File: config.mk
export PLATFORM = sky130hd
export DESIGN_NAME = usart_break_sync
export DESIGN_NICKNAME = d
export VERILOG_FILES = /design/src/inc/usart_pkg.sv /design/src/core/usart_break_sync.sv
export SDC_FILE = /design/constraint.sdc
export NUM_CORES = 1
export LEC_CHECK = 0
export BUFFER_PORTS_ARGS = -buffer_cell sky130_fd_sc_hd__buf_2
export CAP_MARGIN = 20
export CORE_MARGIN = 2
export CORE_UTILIZATION = 35
export DETAILED_ROUTE_END_ITERATION = 6
export PLACE_DENSITY = 0.57
export RECOVER_POWER = 50
export SLEW_MARGIN = 0
export SYNTH_ARGS = -nofsm -noshare
export SYNTH_HDL_FRONTEND = slang
export SYNTH_SLANG_ARGS = --single-unit
File: constraint.sdc
create_clock -name CLK_SYS -period 4.62 [get_ports CLK_SYS]
set_input_delay 0.924 -clock CLK_SYS [delete_from_list [all_inputs] [get_ports CLK_SYS]]
set_output_delay 0.924 -clock CLK_SYS [all_outputs]
set_load 0.005 [all_outputs]
File: src/inc/usart_pkg.sv
// How it works
// - Break is start, twelve zeros, stop
// - Data write with break request starts Break
// - Break request self-clears after Break stop bit
// - Shifter-empty flag tracks Break like characters
// - Break seen as flag, framing error, 00h
// - Wake-on-break flags the fall, clears on the rise, then receives
// - Synchronous mode: no framing, half-duplex line
// - Master when clocked, master, enabled; receive enables
// - Master drives clock, one cycle per bit
// - Polarity sets clock idle level and edge
// - Holding register waits for empty shifter
// - Master transmit drives data, changes on lead
// - Master receive releases data driver
// - Single receive clocks one character, then clears
// - Clearing continuous receive stops clock, discards
// - Both enables: single clears, continuous continues
// - Sample on trailing edge into two-entry FIFO
// - Slave never drives clock, follows master
// - Third character sets overrun, FIFO kept
// - Overrun clears by read after single receive, else by disabling
// - Ninth bit shifted and shown in status
package usart_pkg;
  localparam logic [7:0] OFS_TXCTL = 8'h00;
  localparam logic [7:0] OFS_RXCTL = 8'h04;
  localparam logic [7:0] OFS_BAUDCTL = 8'h08;
  localparam logic [7:0] OFS_BRG = 8'h0C;
  localparam logic [7:0] OFS_TXDATA = 8'h10;
  localparam logic [7:0] OFS_RXDATA = 8'h14;
  localparam int TXC_EN = 0;
  localparam int TXC_BREAK_SEND_REQUEST = 1;
  localparam int TXC_TX9 = 2;
  localparam int TXC_TRANSMIT_NINTH_BIT = 3;
  localparam int TXC_SYNC = 4;
  localparam int TXC_MASTER = 5;
  localparam int TXC_SHIFTER_EMPTY_FLAG = 6;
  localparam int TXC_TRANSMIT_BUFFER_EMPTY_FLAG = 7;
  localparam int RXC_PORT_ENABLE = 0;
  localparam int RXC_SINGLE_RECEIVE_ENABLE = 1;
  localparam int RXC_CONTINUOUS_RECEIVE_ENABLE = 2;
  localparam int RXC_RX9 = 3;
  localparam int RXC_RECEIVED_NINTH_BIT = 4;
  localparam int RXC_FRAMING_ERROR_FLAG = 5;
  localparam int RXC_OVERRUN_ERROR_FLAG = 6;
  localparam int RXC_RECEIVE_FLAG = 7;
  localparam int BC_CLOCK_POLARITY_SELECT = 0;
  localparam int BC_WUE = 1;
  localparam logic [15:0] BRG_RESET = 16'h0009;
  localparam logic [3:0] LEN_SYNC8 = 4'h8;
  localparam logic [3:0] LEN_SYNC9 = 4'h9;
  localparam logic [3:0] LEN_BREAK = 4'hE;
  localparam logic [13:0] BREAK_BITS = 14'h2000;
  localparam logic [1:0] FIFO_DEPTH = 2'h2;
  typedef struct packed {
    logic framing_error_flag;
    logic [8:0] data;
  } rx_entry_t;
  typedef struct packed {
    logic [13:0] bits;
    logic [3:0] len;
  } tx_frame_t;
  typedef enum logic [2:0] {
    ARX_IDLE = 3'h1,
    ARX_START = 3'h2,
    ARX_BITS = 3'h4
  } arx_state_t;
endpackage : usart_pkg

File: src/core/usart_break_sync.sv
module usart_break_sync (
  input wire logic CLK_SYS,
  input wire logic RST,
  input wire logic WB_CYC_I,
  input wire logic WB_STB_I,
  input wire logic WB_WE_I,
  input wire logic [7:0] WB_ADR_I,
  input wire logic [3:0] WB_SEL_I,
  input wire logic [31:0] WB_DAT_I,
  output logic WB_ACK_O,
  output logic [31:0] WB_DAT_O,
  input wire logic DATA_IN,
  output logic DATA_OUT,
  output logic DATA_OE_N,
  input wire logic CLK_IN,
  output logic CLK_OUT,
  output logic CLK_OE_N
);
  logic transmitter_enable, break_send_request, nine_bit_transmit, transmit_ninth_bit;
  logic clocked_mode_select, clock_source_master;
  logic port_enable, single_receive_enable, continuous_receive_enable, nine_bit_receive;
  logic clock_polarity_select, wake_on_break;
  logic [15:0] baud_divisor;
  logic [31:0] next_rdata;

  // Bus decode: the write and the FIFO pop happen at the edge where ack is sampled
  wire req = WB_CYC_I & WB_STB_I;
  wire wr_fire = req & WB_WE_I & WB_ACK_O;
  wire rd_fire = req & ~WB_WE_I & WB_ACK_O;
  wire wr_lo = wr_fire & WB_SEL_I[0];
  wire wr_txctl = wr_lo & (WB_ADR_I == usart_pkg::OFS_TXCTL);
  wire wr_rxctl = wr_lo & (WB_ADR_I == usart_pkg::OFS_RXCTL);
  wire wr_baudctl = wr_lo & (WB_ADR_I == usart_pkg::OFS_BAUDCTL);
  wire wr_brg = wr_fire & (WB_ADR_I == usart_pkg::OFS_BRG);
  wire wr_txdata = wr_lo & (WB_ADR_I == usart_pkg::OFS_TXDATA);
  wire rd_pop = rd_fire & (WB_ADR_I == usart_pkg::OFS_RXDATA);

  // Pin synchronisers; stage 0 feeds only stage 1
  logic [2:0] din_sync, ck_sync;
  wire din = din_sync[1];
  wire din_fall = din_sync[2] & ~din_sync[1];
  wire din_rise = ~din_sync[2] & din_sync[1];
  wire ck_act = ck_sync[1] ^ clock_polarity_select;
  wire ck_prev_act = ck_sync[2] ^ clock_polarity_select;
  wire slave_lead = ck_act & ~ck_prev_act;
  wire slave_trail = ~ck_act & ck_prev_act;

  always_ff @(posedge CLK_SYS) begin
    if (RST) begin
      din_sync <= 3'h7;
      ck_sync <= 3'h0;
    end else begin
      din_sync <= {din_sync[1:0], DATA_IN};
      ck_sync <= {ck_sync[1:0], CLK_IN};
    end
  end

  // Operating mode
  wire sync_on = port_enable & clocked_mode_select;
  wire master = sync_on & clock_source_master;
  wire slave = sync_on & ~clock_source_master;
  wire rx_mode = single_receive_enable | continuous_receive_enable;
  wire tx_mode = ~rx_mode;

  logic overrun, ovr_single;
  logic tx_busy, tx_adv, tx_brk;
  logic [13:0] tx_sh;
  logic [3:0] tx_left;
  logic [15:0] baud_cnt;
  logic mclk;

  // Master clock: one tick per half bit; clocks run while transmit bits remain or master receive is enabled with no overrun
  wire rx_sync_on = sync_on & rx_mode & ~overrun;
  wire tx_gen = tx_busy & (~clocked_mode_select | (clock_source_master & tx_mode));
  wire gen_run = port_enable & (tx_gen | (master & rx_sync_on));
  wire tick = gen_run & (baud_cnt == baud_divisor);
  wire gen_lead = tick & ~mclk;
  wire gen_trail = tick & mclk;
  wire lead = slave ? slave_lead : gen_lead;
  wire trail = slave ? slave_trail : gen_trail;

  always_ff @(posedge CLK_SYS) begin
    if (RST || !gen_run) begin
      baud_cnt <= 16'h0000;
      mclk <= 1'b0;
    end else if (tick) begin
      baud_cnt <= 16'h0000;
      mclk <= ~mclk;
    end else begin
      baud_cnt <= 16'(baud_cnt + 16'h0001);
    end
  end

  // Transmit holding register and shifter
  logic thr_full, thr_brk, brk_busy;
  logic [8:0] thr_data;

  function automatic usart_pkg::tx_frame_t frame_of(input logic [8:0] d, input logic nine,
                                                    input logic brk, input logic sync);
    usart_pkg::tx_frame_t f;
    f.bits = {5'h1F, d};
    f.len = nine ? usart_pkg::LEN_SYNC9 : usart_pkg::LEN_SYNC8;
    if (brk) begin
      f.bits = usart_pkg::BREAK_BITS;
      f.len = usart_pkg::LEN_BREAK;
    end else if (!sync && nine) begin
      f.bits = {3'h7, 1'b1, d, 1'b0};
      f.len = 4'(usart_pkg::LEN_SYNC9 + 4'h2);
    end else if (!sync) begin
      f.bits = {4'hF, 1'b1, d[7:0], 1'b0};
      f.len = 4'(usart_pkg::LEN_SYNC8 + 4'h2);
    end
    return f;
  endfunction : frame_of

  wire tx_load = thr_full & ~tx_busy & transmitter_enable & port_enable &
                 (~clocked_mode_select | tx_mode);
  wire tx_last = tx_busy & trail & (tx_left == 4'h1);
  usart_pkg::tx_frame_t frame;
  assign frame = frame_of(thr_data, nine_bit_transmit, thr_brk, clocked_mode_select);

  always_ff @(posedge CLK_SYS) begin
    if (RST || !port_enable) begin
      thr_full <= 1'b0;
      thr_brk <= 1'b0;
      thr_data <= 9'h000;
    end else if (wr_txdata && !thr_full && transmitter_enable) begin
      thr_full <= 1'b1;
      thr_data <= {transmit_ninth_bit, WB_DAT_I[7:0]};
      // Only the first write after the request becomes the Break; the next is the payload
      thr_brk <= break_send_request & ~brk_busy & ~clocked_mode_select;
    end else if (tx_load) begin
      thr_full <= 1'b0;
    end
  end

  always_ff @(posedge CLK_SYS) begin
    if (RST || !port_enable) begin
      brk_busy <= 1'b0;
    end else if (wr_txdata && !thr_full && transmitter_enable && break_send_request &&
                 !clocked_mode_select) begin
      brk_busy <= 1'b1;
    end else if (tx_last && tx_brk) begin
      brk_busy <= 1'b0;
    end
  end

  always_ff @(posedge CLK_SYS) begin
    if (RST || !port_enable) begin
      tx_busy <= 1'b0;
      tx_adv <= 1'b0;
      tx_brk <= 1'b0;
      tx_sh <= 14'h3FFF;
      tx_left <= 4'h0;
    end else if (tx_load) begin
      tx_busy <= 1'b1;
      tx_sh <= frame.bits;
      tx_left <= frame.len;
      tx_adv <= 1'b0;
      tx_brk <= thr_brk;
    end else if (tx_busy && trail) begin
      tx_left <= 4'(tx_left - 4'h1);
      if (tx_left == 4'h1) begin
        tx_busy <= 1'b0;
      end
      if (clocked_mode_select) begin
        tx_adv <= 1'b1;
      end else begin
        tx_sh <= {1'b1, tx_sh[13:1]};
      end
    end else if (tx_busy && lead && tx_adv) begin
      tx_sh <= {1'b1, tx_sh[13:1]};
      tx_adv <= 1'b0;
    end
  end

  // Synchronous receive shifter, sampled on the trailing edge
  logic [8:0] rx_sh;
  logic [3:0] rx_bits;
  wire [3:0] srx_len = nine_bit_receive ? usart_pkg::LEN_SYNC9 : usart_pkg::LEN_SYNC8;
  wire srx_done = rx_sync_on & trail & (rx_bits == 4'(srx_len - 4'h1));
  wire [8:0] srx_data = nine_bit_receive ? {din, rx_sh[8:1]} : {1'b0, din, rx_sh[8:2]};

  always_ff @(posedge CLK_SYS) begin
    if (RST || !rx_sync_on) begin
      rx_bits <= 4'h0;
      rx_sh <= 9'h000;
    end else if (trail) begin
      rx_sh <= {din, rx_sh[8:1]};
      rx_bits <= srx_done ? 4'h0 : 4'(rx_bits + 4'h1);
    end
  end

  // Asynchronous receiver; a Break arrives as zero data with a framing error
  usart_pkg::arx_state_t arx_state;
  logic [16:0] arx_cnt;
  logic [3:0] arx_idx;
  logic [9:0] arx_sh;
  logic wake_low, wake_pend;
  wire arx_on = port_enable & ~clocked_mode_select & continuous_receive_enable & ~overrun;
  wire arx_sample = (arx_state == usart_pkg::ARX_BITS) & (arx_cnt == 17'h00000);
  wire arx_done = arx_sample & (arx_idx == srx_len);
  wire [8:0] arx_data = nine_bit_receive ? arx_sh[9:1] : {1'b0, arx_sh[9:2]};

  always_ff @(posedge CLK_SYS) begin
    if (RST || !arx_on) begin
      arx_state <= usart_pkg::ARX_IDLE;
      arx_cnt <= 17'h00000;
      arx_idx <= 4'h0;
      arx_sh <= 10'h000;
    end else begin
      case (arx_state)
        usart_pkg::ARX_IDLE: begin
          if (din_fall && !wake_on_break) begin
            arx_state <= usart_pkg::ARX_START;
            arx_cnt <= {1'b0, baud_divisor};
          end
        end
        usart_pkg::ARX_START: begin
          if (arx_cnt != 17'h00000) begin
            arx_cnt <= 17'(arx_cnt - 17'h00001);
          end else if (!din) begin
            arx_state <= usart_pkg::ARX_BITS;
            arx_cnt <= {baud_divisor, 1'b1};
            arx_idx <= 4'h0;
          end else begin
            arx_state <= usart_pkg::ARX_IDLE;
          end
        end
        usart_pkg::ARX_BITS: begin
          if (arx_cnt != 17'h00000) begin
            arx_cnt <= 17'(arx_cnt - 17'h00001);
          end else begin
            arx_sh <= {din, arx_sh[9:1]};
            arx_idx <= 4'(arx_idx + 4'h1);
            arx_cnt <= {baud_divisor, 1'b1};
            if (arx_done) begin
              arx_state <= usart_pkg::ARX_IDLE;
            end
          end
        end
        default: arx_state <= usart_pkg::ARX_IDLE;
      endcase
    end
  end

  // Wake: falling edge flags the receiver, rising edge ends the Break
  always_ff @(posedge CLK_SYS) begin
    if (RST || !port_enable) begin
      wake_low <= 1'b0;
      wake_pend <= 1'b0;
    end else begin
      if (wake_on_break && !clocked_mode_select && din_fall) begin
        wake_low <= 1'b1;
        wake_pend <= 1'b1;
      end else begin
        if (din_rise) begin
          wake_low <= 1'b0;
        end
        if (rd_pop) begin
          wake_pend <= 1'b0;
        end
      end
    end
  end

  // Two-entry receive FIFO
  usart_pkg::rx_entry_t fifo [2];
  logic [1:0] fifo_cnt;
  logic rd_idx;
  usart_pkg::rx_entry_t push_entry, fifo_top;
  wire push_req = srx_done | arx_done;
  wire pop_ok = rd_pop & (fifo_cnt != 2'h0);
  wire push_ok = push_req & ~overrun & ((fifo_cnt != usart_pkg::FIFO_DEPTH) | pop_ok);
  wire wr_idx = rd_idx ^ (fifo_cnt == 2'h1);
  wire receive_flag = (fifo_cnt != 2'h0) | wake_pend;
  assign push_entry = srx_done ? '{framing_error_flag: 1'b0, data: srx_data} :
                                 '{framing_error_flag: ~din, data: arx_data};
  assign fifo_top = fifo[rd_idx];

  always_ff @(posedge CLK_SYS) begin
    if (push_ok) begin
      fifo[wr_idx] <= push_entry;
    end
  end

  always_ff @(posedge CLK_SYS) begin
    if (RST || !port_enable) begin
      fifo_cnt <= 2'h0;
      rd_idx <= 1'b0;
      overrun <= 1'b0;
      ovr_single <= 1'b0;
    end else begin
      fifo_cnt <= 2'(fifo_cnt + {1'b0, push_ok} - {1'b0, pop_ok});
      if (pop_ok) begin
        rd_idx <= ~rd_idx;
      end
      if (push_req && !push_ok && !overrun) begin
        overrun <= 1'b1;
        ovr_single <= single_receive_enable & ~continuous_receive_enable;
      end else if (overrun && ((ovr_single && rd_pop) ||
                               (!ovr_single && !continuous_receive_enable))) begin
        overrun <= 1'b0;
      end
    end
  end

  // Control registers; software keeps priority over hardware self-clears
  always_ff @(posedge CLK_SYS) begin
    if (RST) begin
      transmitter_enable <= 1'b0;
      break_send_request <= 1'b0;
      nine_bit_transmit <= 1'b0;
      transmit_ninth_bit <= 1'b0;
      clocked_mode_select <= 1'b0;
      clock_source_master <= 1'b0;
    end else if (wr_txctl) begin
      transmitter_enable <= WB_DAT_I[usart_pkg::TXC_EN];
      break_send_request <= WB_DAT_I[usart_pkg::TXC_BREAK_SEND_REQUEST];
      nine_bit_transmit <= WB_DAT_I[usart_pkg::TXC_TX9];
      transmit_ninth_bit <= WB_DAT_I[usart_pkg::TXC_TRANSMIT_NINTH_BIT];
      clocked_mode_select <= WB_DAT_I[usart_pkg::TXC_SYNC];
      clock_source_master <= WB_DAT_I[usart_pkg::TXC_MASTER];
    end else if (tx_last && tx_brk) begin
      break_send_request <= 1'b0;
    end
  end

  always_ff @(posedge CLK_SYS) begin
    if (RST) begin
      port_enable <= 1'b0;
      single_receive_enable <= 1'b0;
      continuous_receive_enable <= 1'b0;
      nine_bit_receive <= 1'b0;
    end else if (wr_rxctl) begin
      port_enable <= WB_DAT_I[usart_pkg::RXC_PORT_ENABLE];
      single_receive_enable <= WB_DAT_I[usart_pkg::RXC_SINGLE_RECEIVE_ENABLE];
      continuous_receive_enable <= WB_DAT_I[usart_pkg::RXC_CONTINUOUS_RECEIVE_ENABLE];
      nine_bit_receive <= WB_DAT_I[usart_pkg::RXC_RX9];
    end else if (srx_done && master) begin
      single_receive_enable <= 1'b0;
    end
  end

  always_ff @(posedge CLK_SYS) begin
    if (RST) begin
      clock_polarity_select <= 1'b0;
      wake_on_break <= 1'b0;
      baud_divisor <= usart_pkg::BRG_RESET;
    end else begin
      if (wr_baudctl) begin
        clock_polarity_select <= WB_DAT_I[usart_pkg::BC_CLOCK_POLARITY_SELECT];
        wake_on_break <= WB_DAT_I[usart_pkg::BC_WUE];
      end else if (wake_low && din_rise) begin
        wake_on_break <= 1'b0;
      end
      if (wr_brg && WB_SEL_I[0]) begin
        baud_divisor[7:0] <= WB_DAT_I[7:0];
      end
      if (wr_brg && WB_SEL_I[1]) begin
        baud_divisor[15:8] <= WB_DAT_I[15:8];
      end
    end
  end

  // Read mux; unmapped addresses answer with zero
  wire [7:0] txctl_rd = {~thr_full, ~tx_busy, clock_source_master, clocked_mode_select,
                         transmit_ninth_bit, nine_bit_transmit, break_send_request,
                         transmitter_enable};
  wire [7:0] rxctl_rd = {receive_flag, overrun, fifo_top.framing_error_flag & (fifo_cnt != 2'h0),
                         fifo_top.data[8], nine_bit_receive, continuous_receive_enable,
                         single_receive_enable, port_enable};
  always_comb begin
    next_rdata = 32'h00000000;
    case (WB_ADR_I)
      usart_pkg::OFS_TXCTL: next_rdata = {24'h000000, txctl_rd};
      usart_pkg::OFS_RXCTL: next_rdata = {24'h000000, rxctl_rd};
      usart_pkg::OFS_BAUDCTL: next_rdata = {30'h00000000, wake_on_break, clock_polarity_select};
      usart_pkg::OFS_BRG: next_rdata = {16'h0000, baud_divisor};
      usart_pkg::OFS_RXDATA: next_rdata = {24'h000000, fifo_top.data[7:0]};
      default: next_rdata = 32'h00000000;
    endcase
  end

  // Pins: drivers follow the mode automatically
  wire tx_line = tx_busy ? tx_sh[0] : 1'b1;
  wire next_data_out = (sync_on & tx_mode) ? tx_sh[0] : 1'b1;
  wire next_data_oe_n = ~(sync_on & tx_mode & transmitter_enable);
  wire next_clk_out = master ? (mclk ^ clock_polarity_select) :
                      (sync_on ? clock_polarity_select : tx_line);
  wire next_clk_oe_n = ~(master | (port_enable & ~clocked_mode_select & transmitter_enable));

  always_ff @(posedge CLK_SYS) begin
    if (RST) begin
      WB_ACK_O <= 1'b0;
      WB_DAT_O <= 32'h00000000;
      DATA_OUT <= 1'b1;
      DATA_OE_N <= 1'b1;
      CLK_OUT <= 1'b1;
      CLK_OE_N <= 1'b1;
    end else begin
      WB_ACK_O <= req & ~WB_ACK_O;
      WB_DAT_O <= next_rdata;
      DATA_OUT <= next_data_out;
      DATA_OE_N <= next_data_oe_n;
      CLK_OUT <= next_clk_out;
      CLK_OE_N <= next_clk_oe_n;
    end
  end
endmodule : usart_break_sync

Word-level counts from Yosys, hierarchy flattened --
Memories as Yosys holds them, arrays and structs flattened. A register that Yosys moved wholly into a read port is not among the register bits. Cells that the tools add are included.
Cells by class: reductions and logical operators 65, equality and inequality tests 22, multiplexer cells 61, $add $sub $neg 8, bitwise logic cells 84
Operators by type and width (count):
- $mux 17 | 5
- $pmux 16 s5 | 1
- $mux 14 | 5
- $and 1x1->1 | 52
- $pmux 17 s3 | 1
- $mux 1 | 32
- $reduce_bool 2->1 | 13
- $mux 4 | 6
- $logic_and 1x1->1 | 21
- $not 1->1 | 20
- $mux 9 | 2
- $logic_not 17->1 | 1
- $reduce_bool 17->1 | 1
- $sub 17x1->17 const B | 1
- $add 16x1->16 const B | 1
- $eq 16x16->1 | 1
- $eq 8x4->1 const B | 2
- $eq 8x5->1 const B | 2
- $mux 3 | 5
- $ne 2x2->1 const B | 7
- $mux 13 | 1
- $logic_not 1->1 | 11
- $mux 10 | 1
- $pmux 3 s3 | 1
- 22 further kinds | 47
Storage, ports and cells: flip-flop bits (word level) 175, output and inout bits 37, RAM bits 20, memories kept 1
Memories:
- fifo | words 2, bits a word 10, rd ports 1, clocked after Yosys merged registers in 1, wr ports 1, RTL line usart_break_sync.sv:268 | usart_pkg::rx_entry_t fifo [2];

Logic depth before layout (Yosys ltp) --
depth after elaboration 19, gate-level depth with buffers 13

Worst setup path before layout --
OpenSTA, ideal clock, no wires.
path type input port to flip-flop, from input WB_ADR_I[0], to register fifo_cnt[1], required time 4.556 ns, arrival 3.098 ns, cell stages on the path 9, setup time 0.064 ns, path slack 1.458 ns, cells stage by stage or4_1 nor2_1 nand3_1 nor3_1 and4_1 nor3_1 ha_1 a2111o_1 nand4_1
Between the ends: longest elaborated chain between the ends 7
RTL lines:
- start: declaration | RTL line usart_break_sync.sv:7 | input wire logic [7:0] WB_ADR_I,
- $eq 8x5->1 (*) | RTL line usart_break_sync.sv:36 | wire rd_pop = rd_fire & (WB_ADR_I == usart_pkg::OFS_RXDATA);
- $and 1x1->1 (*) | RTL line usart_break_sync.sv:36
- $and 1x1->1 (*) | RTL line usart_break_sync.sv:273 | wire pop_ok = rd_pop & (fifo_cnt != 2'h0);
- $or 1x1->1 | RTL line usart_break_sync.sv:274 | wire push_ok = push_req & ~overrun & ((fifo_cnt != usart_pkg::FIFO_DEPTH) | pop_ok);
- $and 1x1->1 | RTL line usart_break_sync.sv:274
- $add 2x1->2 | RTL line usart_break_sync.sv:294 | fifo_cnt <= 2'(fifo_cnt + {1'b0, push_ok} - {1'b0, pop_ok});
- $sub 2x1->2 (*) | RTL line usart_break_sync.sv:294
- end signal: assignment | RTL line usart_break_sync.sv:294
- end: declaration | RTL line usart_break_sync.sv:269 | logic [1:0] fifo_cnt;
Every way passes the cells marked *; elsewhere a longest branch is shown, timed or not. A chain may end at the register's enable or synchronous reset.

Worst setup path in the final report --
from register baud_divisor[4], to register tx_sh[2]
Between the ends: longest elaborated chain between the ends 8, elaborated cells between the ends (all ways) 14
RTL lines:
- start: declaration | RTL line usart_break_sync.sv:23 | logic [15:0] baud_divisor;
- start signal: assignment | RTL line usart_break_sync.sv:349 | baud_divisor <= usart_pkg::BRG_RESET;
- start signal: assignment | RTL line usart_break_sync.sv:358 | baud_divisor[7:0] <= WB_DAT_I[7:0];
- $eq 16x16->1 (*) | RTL line usart_break_sync.sv:76 | wire tick = gen_run & (baud_cnt == baud_divisor);
- $and 1x1->1 (*) | RTL line usart_break_sync.sv:76
- $and 1x1->1 | RTL line usart_break_sync.sv:77 | wire gen_lead = tick & ~mclk;
- $mux 1 | RTL line usart_break_sync.sv:79 | wire lead = slave ? slave_lead : gen_lead;
- $logic_and 1x1->1 (2 in a row) | RTL line usart_break_sync.sv:171 | end else if (tx_busy && lead && tx_adv) begin
- $reduce_bool 3->1 (no line)
- $reduce_and 2->1 (no line)
- end signal: assignment | RTL line usart_break_sync.sv:157 | tx_sh <= frame.bits;
- end signal: assignment | RTL line usart_break_sync.sv:169 | tx_sh <= {1'b1, tx_sh[13:1]};
- end signal: assignment | RTL line usart_break_sync.sv:172 | tx_sh <= {1'b1, tx_sh[13:1]};
- end: declaration | RTL line usart_break_sync.sv:67 | logic [13:0] tx_sh;
Marked as above.

==> metrics <==
status finished, violations left; failing checks max-capacitance violations, max-slew violations; Die Ht 161 um; cts repair resizes 0; max-slew violations 58; NumNets Final 1,054; Area growth syn-to-layout 11.4%; vias in the first global route 6,500; first-pass GRT wire length 35,300 um; GP Congestion 0.837; endpoints failing setup 0; Worst-path clk slew 0.07 ns; pwr dens 322 mW/mm2; register area share after synthesis 43.4%; WL final 22,100 um; Util after Layout 39.6%; I/O pins 88; Clock Latency Late Sink 0.44 ns; share of the clock period used by the worst path 77.8%; Initial DRC Count 420; cells after synthesis 968; Fin Setup TNS 0 ns; Max-cap violations 3; Fmax 278 MHz; Final Hold Viols 0; Horiz. Die Dim 161 um; Setup crit end kind register; DP HPWL 15,400 um; Post CTS Setup Buffer Count 0; most frequent cells in the layout dfxtp_1, nor2_1, nand2_1; Yosys Warn Count 0; drt drc 0; PortBufs 53; fin cells 1,332; syn_area_per_cell 8.91 um2; Total Routing Usage GR 17.4%; crit-path max FO 16; Die Area 0.0259 mm2; Lkg Pwr 3.53 nW; maximum VDD drop 0.205 mV; clock buffer count from CTS 17; Worst slew margin -39.5%; RSZ-0062 raised after global routing no; first-pass iteration count of the detailed router 5; EDFF count, synth 20; CTS root buf clkbuf_16; Yosys top cell by area dfxtp_1; maximum root-to-sink buffer count 2; Worst Clk Skew 0.00972 ns; H-tree levels 4; antenna violations before repair 2; #FFs+latches synth 177; critical path class reg2reg; largest net degree at the start of global routing 41; hold buffers post-CTS 0; Synth cell types 77; fraction of layout cells with a size suffix above 1 11.3%; ranking of synthesized cells by area dfxtp_1, edfxtp_1, mux2i_1, nor2_1, a21oi_1; Top FF cell, synth dfxtp_1; commonest non-fill, non-tap cell in the layout dfxtp_1; post-route minimum period 3.60 ns; gr ovfl total 0; Antenna Nets Post-Route 0; Starting Density 35.6%; Vias 6,920; Row Count 57; crit path launch type register; CTS sink cnt 177; Post-synth ARST share 0%; share of the synthesized area in the top cell type 36.4%; via/cell ratio 5.20; Worst Max-Slew Pin Slew 2.09 ns; Worst Hold Slack 0.446 ns; Required @ worst endpoint 4.89 ns; ant diodes 0; drt wl/cell 16.6 um; Worst Hold Class reg2reg; Worst EP arrival 3.87 ns; CTS tree built; Cells after DPL 1,300; core area 0.0242 mm2; cell area after synthesis 0.00863 mm2
-- report_power, final --
group	internal (mW)	switching (mW)	leakage [nW]
clock	0.809	0.677	0.295
combinational	0.0196	0.0373	1.74
sequential	1.55	0.00246	1.49
-- per-layer routing --
metal	routed length (um)	global-route usage [%]	part of all wire, %
met1	10900	25.0	49
met2	9730	26.1	44
met3	1130	4.16	5.1
met4	257	4.91	1.2
met5	26	0	0.12
-- through the flow --
stage	area (um2)	power, mW	worst slack, ns
after floorplan	8680	1.63	1.46
after global placement	9080	1.65	0.962
after detailed placement	9080	1.65	0.908
after CTS	9680	3.12	1.36
after global routing	9610	3.20	0.707
final	9610	3.10	1.02
-- cell families after synthesis --
kind of cell	after synthesis	share of synthesized area, %
compound gates	163	12.4
xor+xnor	52	5.28
fa+ha+maj	8	1.16
buf+inv	86	4.80
flops	177	43.4
mux	67	8.31
other cells	1	0.0435
simple gates	414	24.6
-- registers in the layout (all words and copies together), names as in the netlist, 2 cells and up, named ones only --
name / flops
ck_sync: 3
baud_cnt: 16
fifo_cnt: 2
rx_bits: 4
din_sync: 3
fifo: 20
rx_sh: 8
arx_sh: 9
tx_left: 4
thr_data: 9
tx_sh: 13
arx_state: 3
arx_idx: 4
baud_divisor: 16
arx_cnt: 17
WB_DAT_O: 16
-- cell usage after synthesis, drive strengths merged, types with 13 or more instances --
master / number
nor3: 35
nand2: 104
xor2: 34
buf: 32
a21oi: 79
clkbuf: 40
nand3: 41
dfxtp: 157
xnor2: 18
nor4: 13
nor2: 115
inv: 14
mux2i: 57
and3: 19
a211oi: 20
edfxtp: 20
-- cell type report --
class	count	area, um2
sequential	177	3740
clock inverter	13	139
multi-input combinational	720	4480
clock buffer	19	464
timing repair buffer	65	324
fill	2489	14600
inverter	14	52.6
tap	324	405
-- worst max-delay path, stage by stage, from the launching register on --
cell and delay (ns):
dfxtp_1 0.52, xor2_1 0.13, nor4_1 0.31, nand4_1 0.33, o31a_1 0.39, o2bb2ai_1 1.30
mux2i_1 0.30, o221ai_1 0.15
-- final timing paths --
check | slack [ns] | startpoint | cells after the start | endpoint
worst max-delay path | 1.02 | baud_divisor[4] | 7 | tx_sh[2]
worst max register to register | 1.02 | baud_divisor[4] | 7 | tx_sh[2]
worst min-delay path | 0.45 | ck_sync[0] | 1 | ck_sync[1]
worst min register to register | 0.45 | ck_sync[0] | 1 | ck_sync[1]
Power figures use the tool's default switching activity.
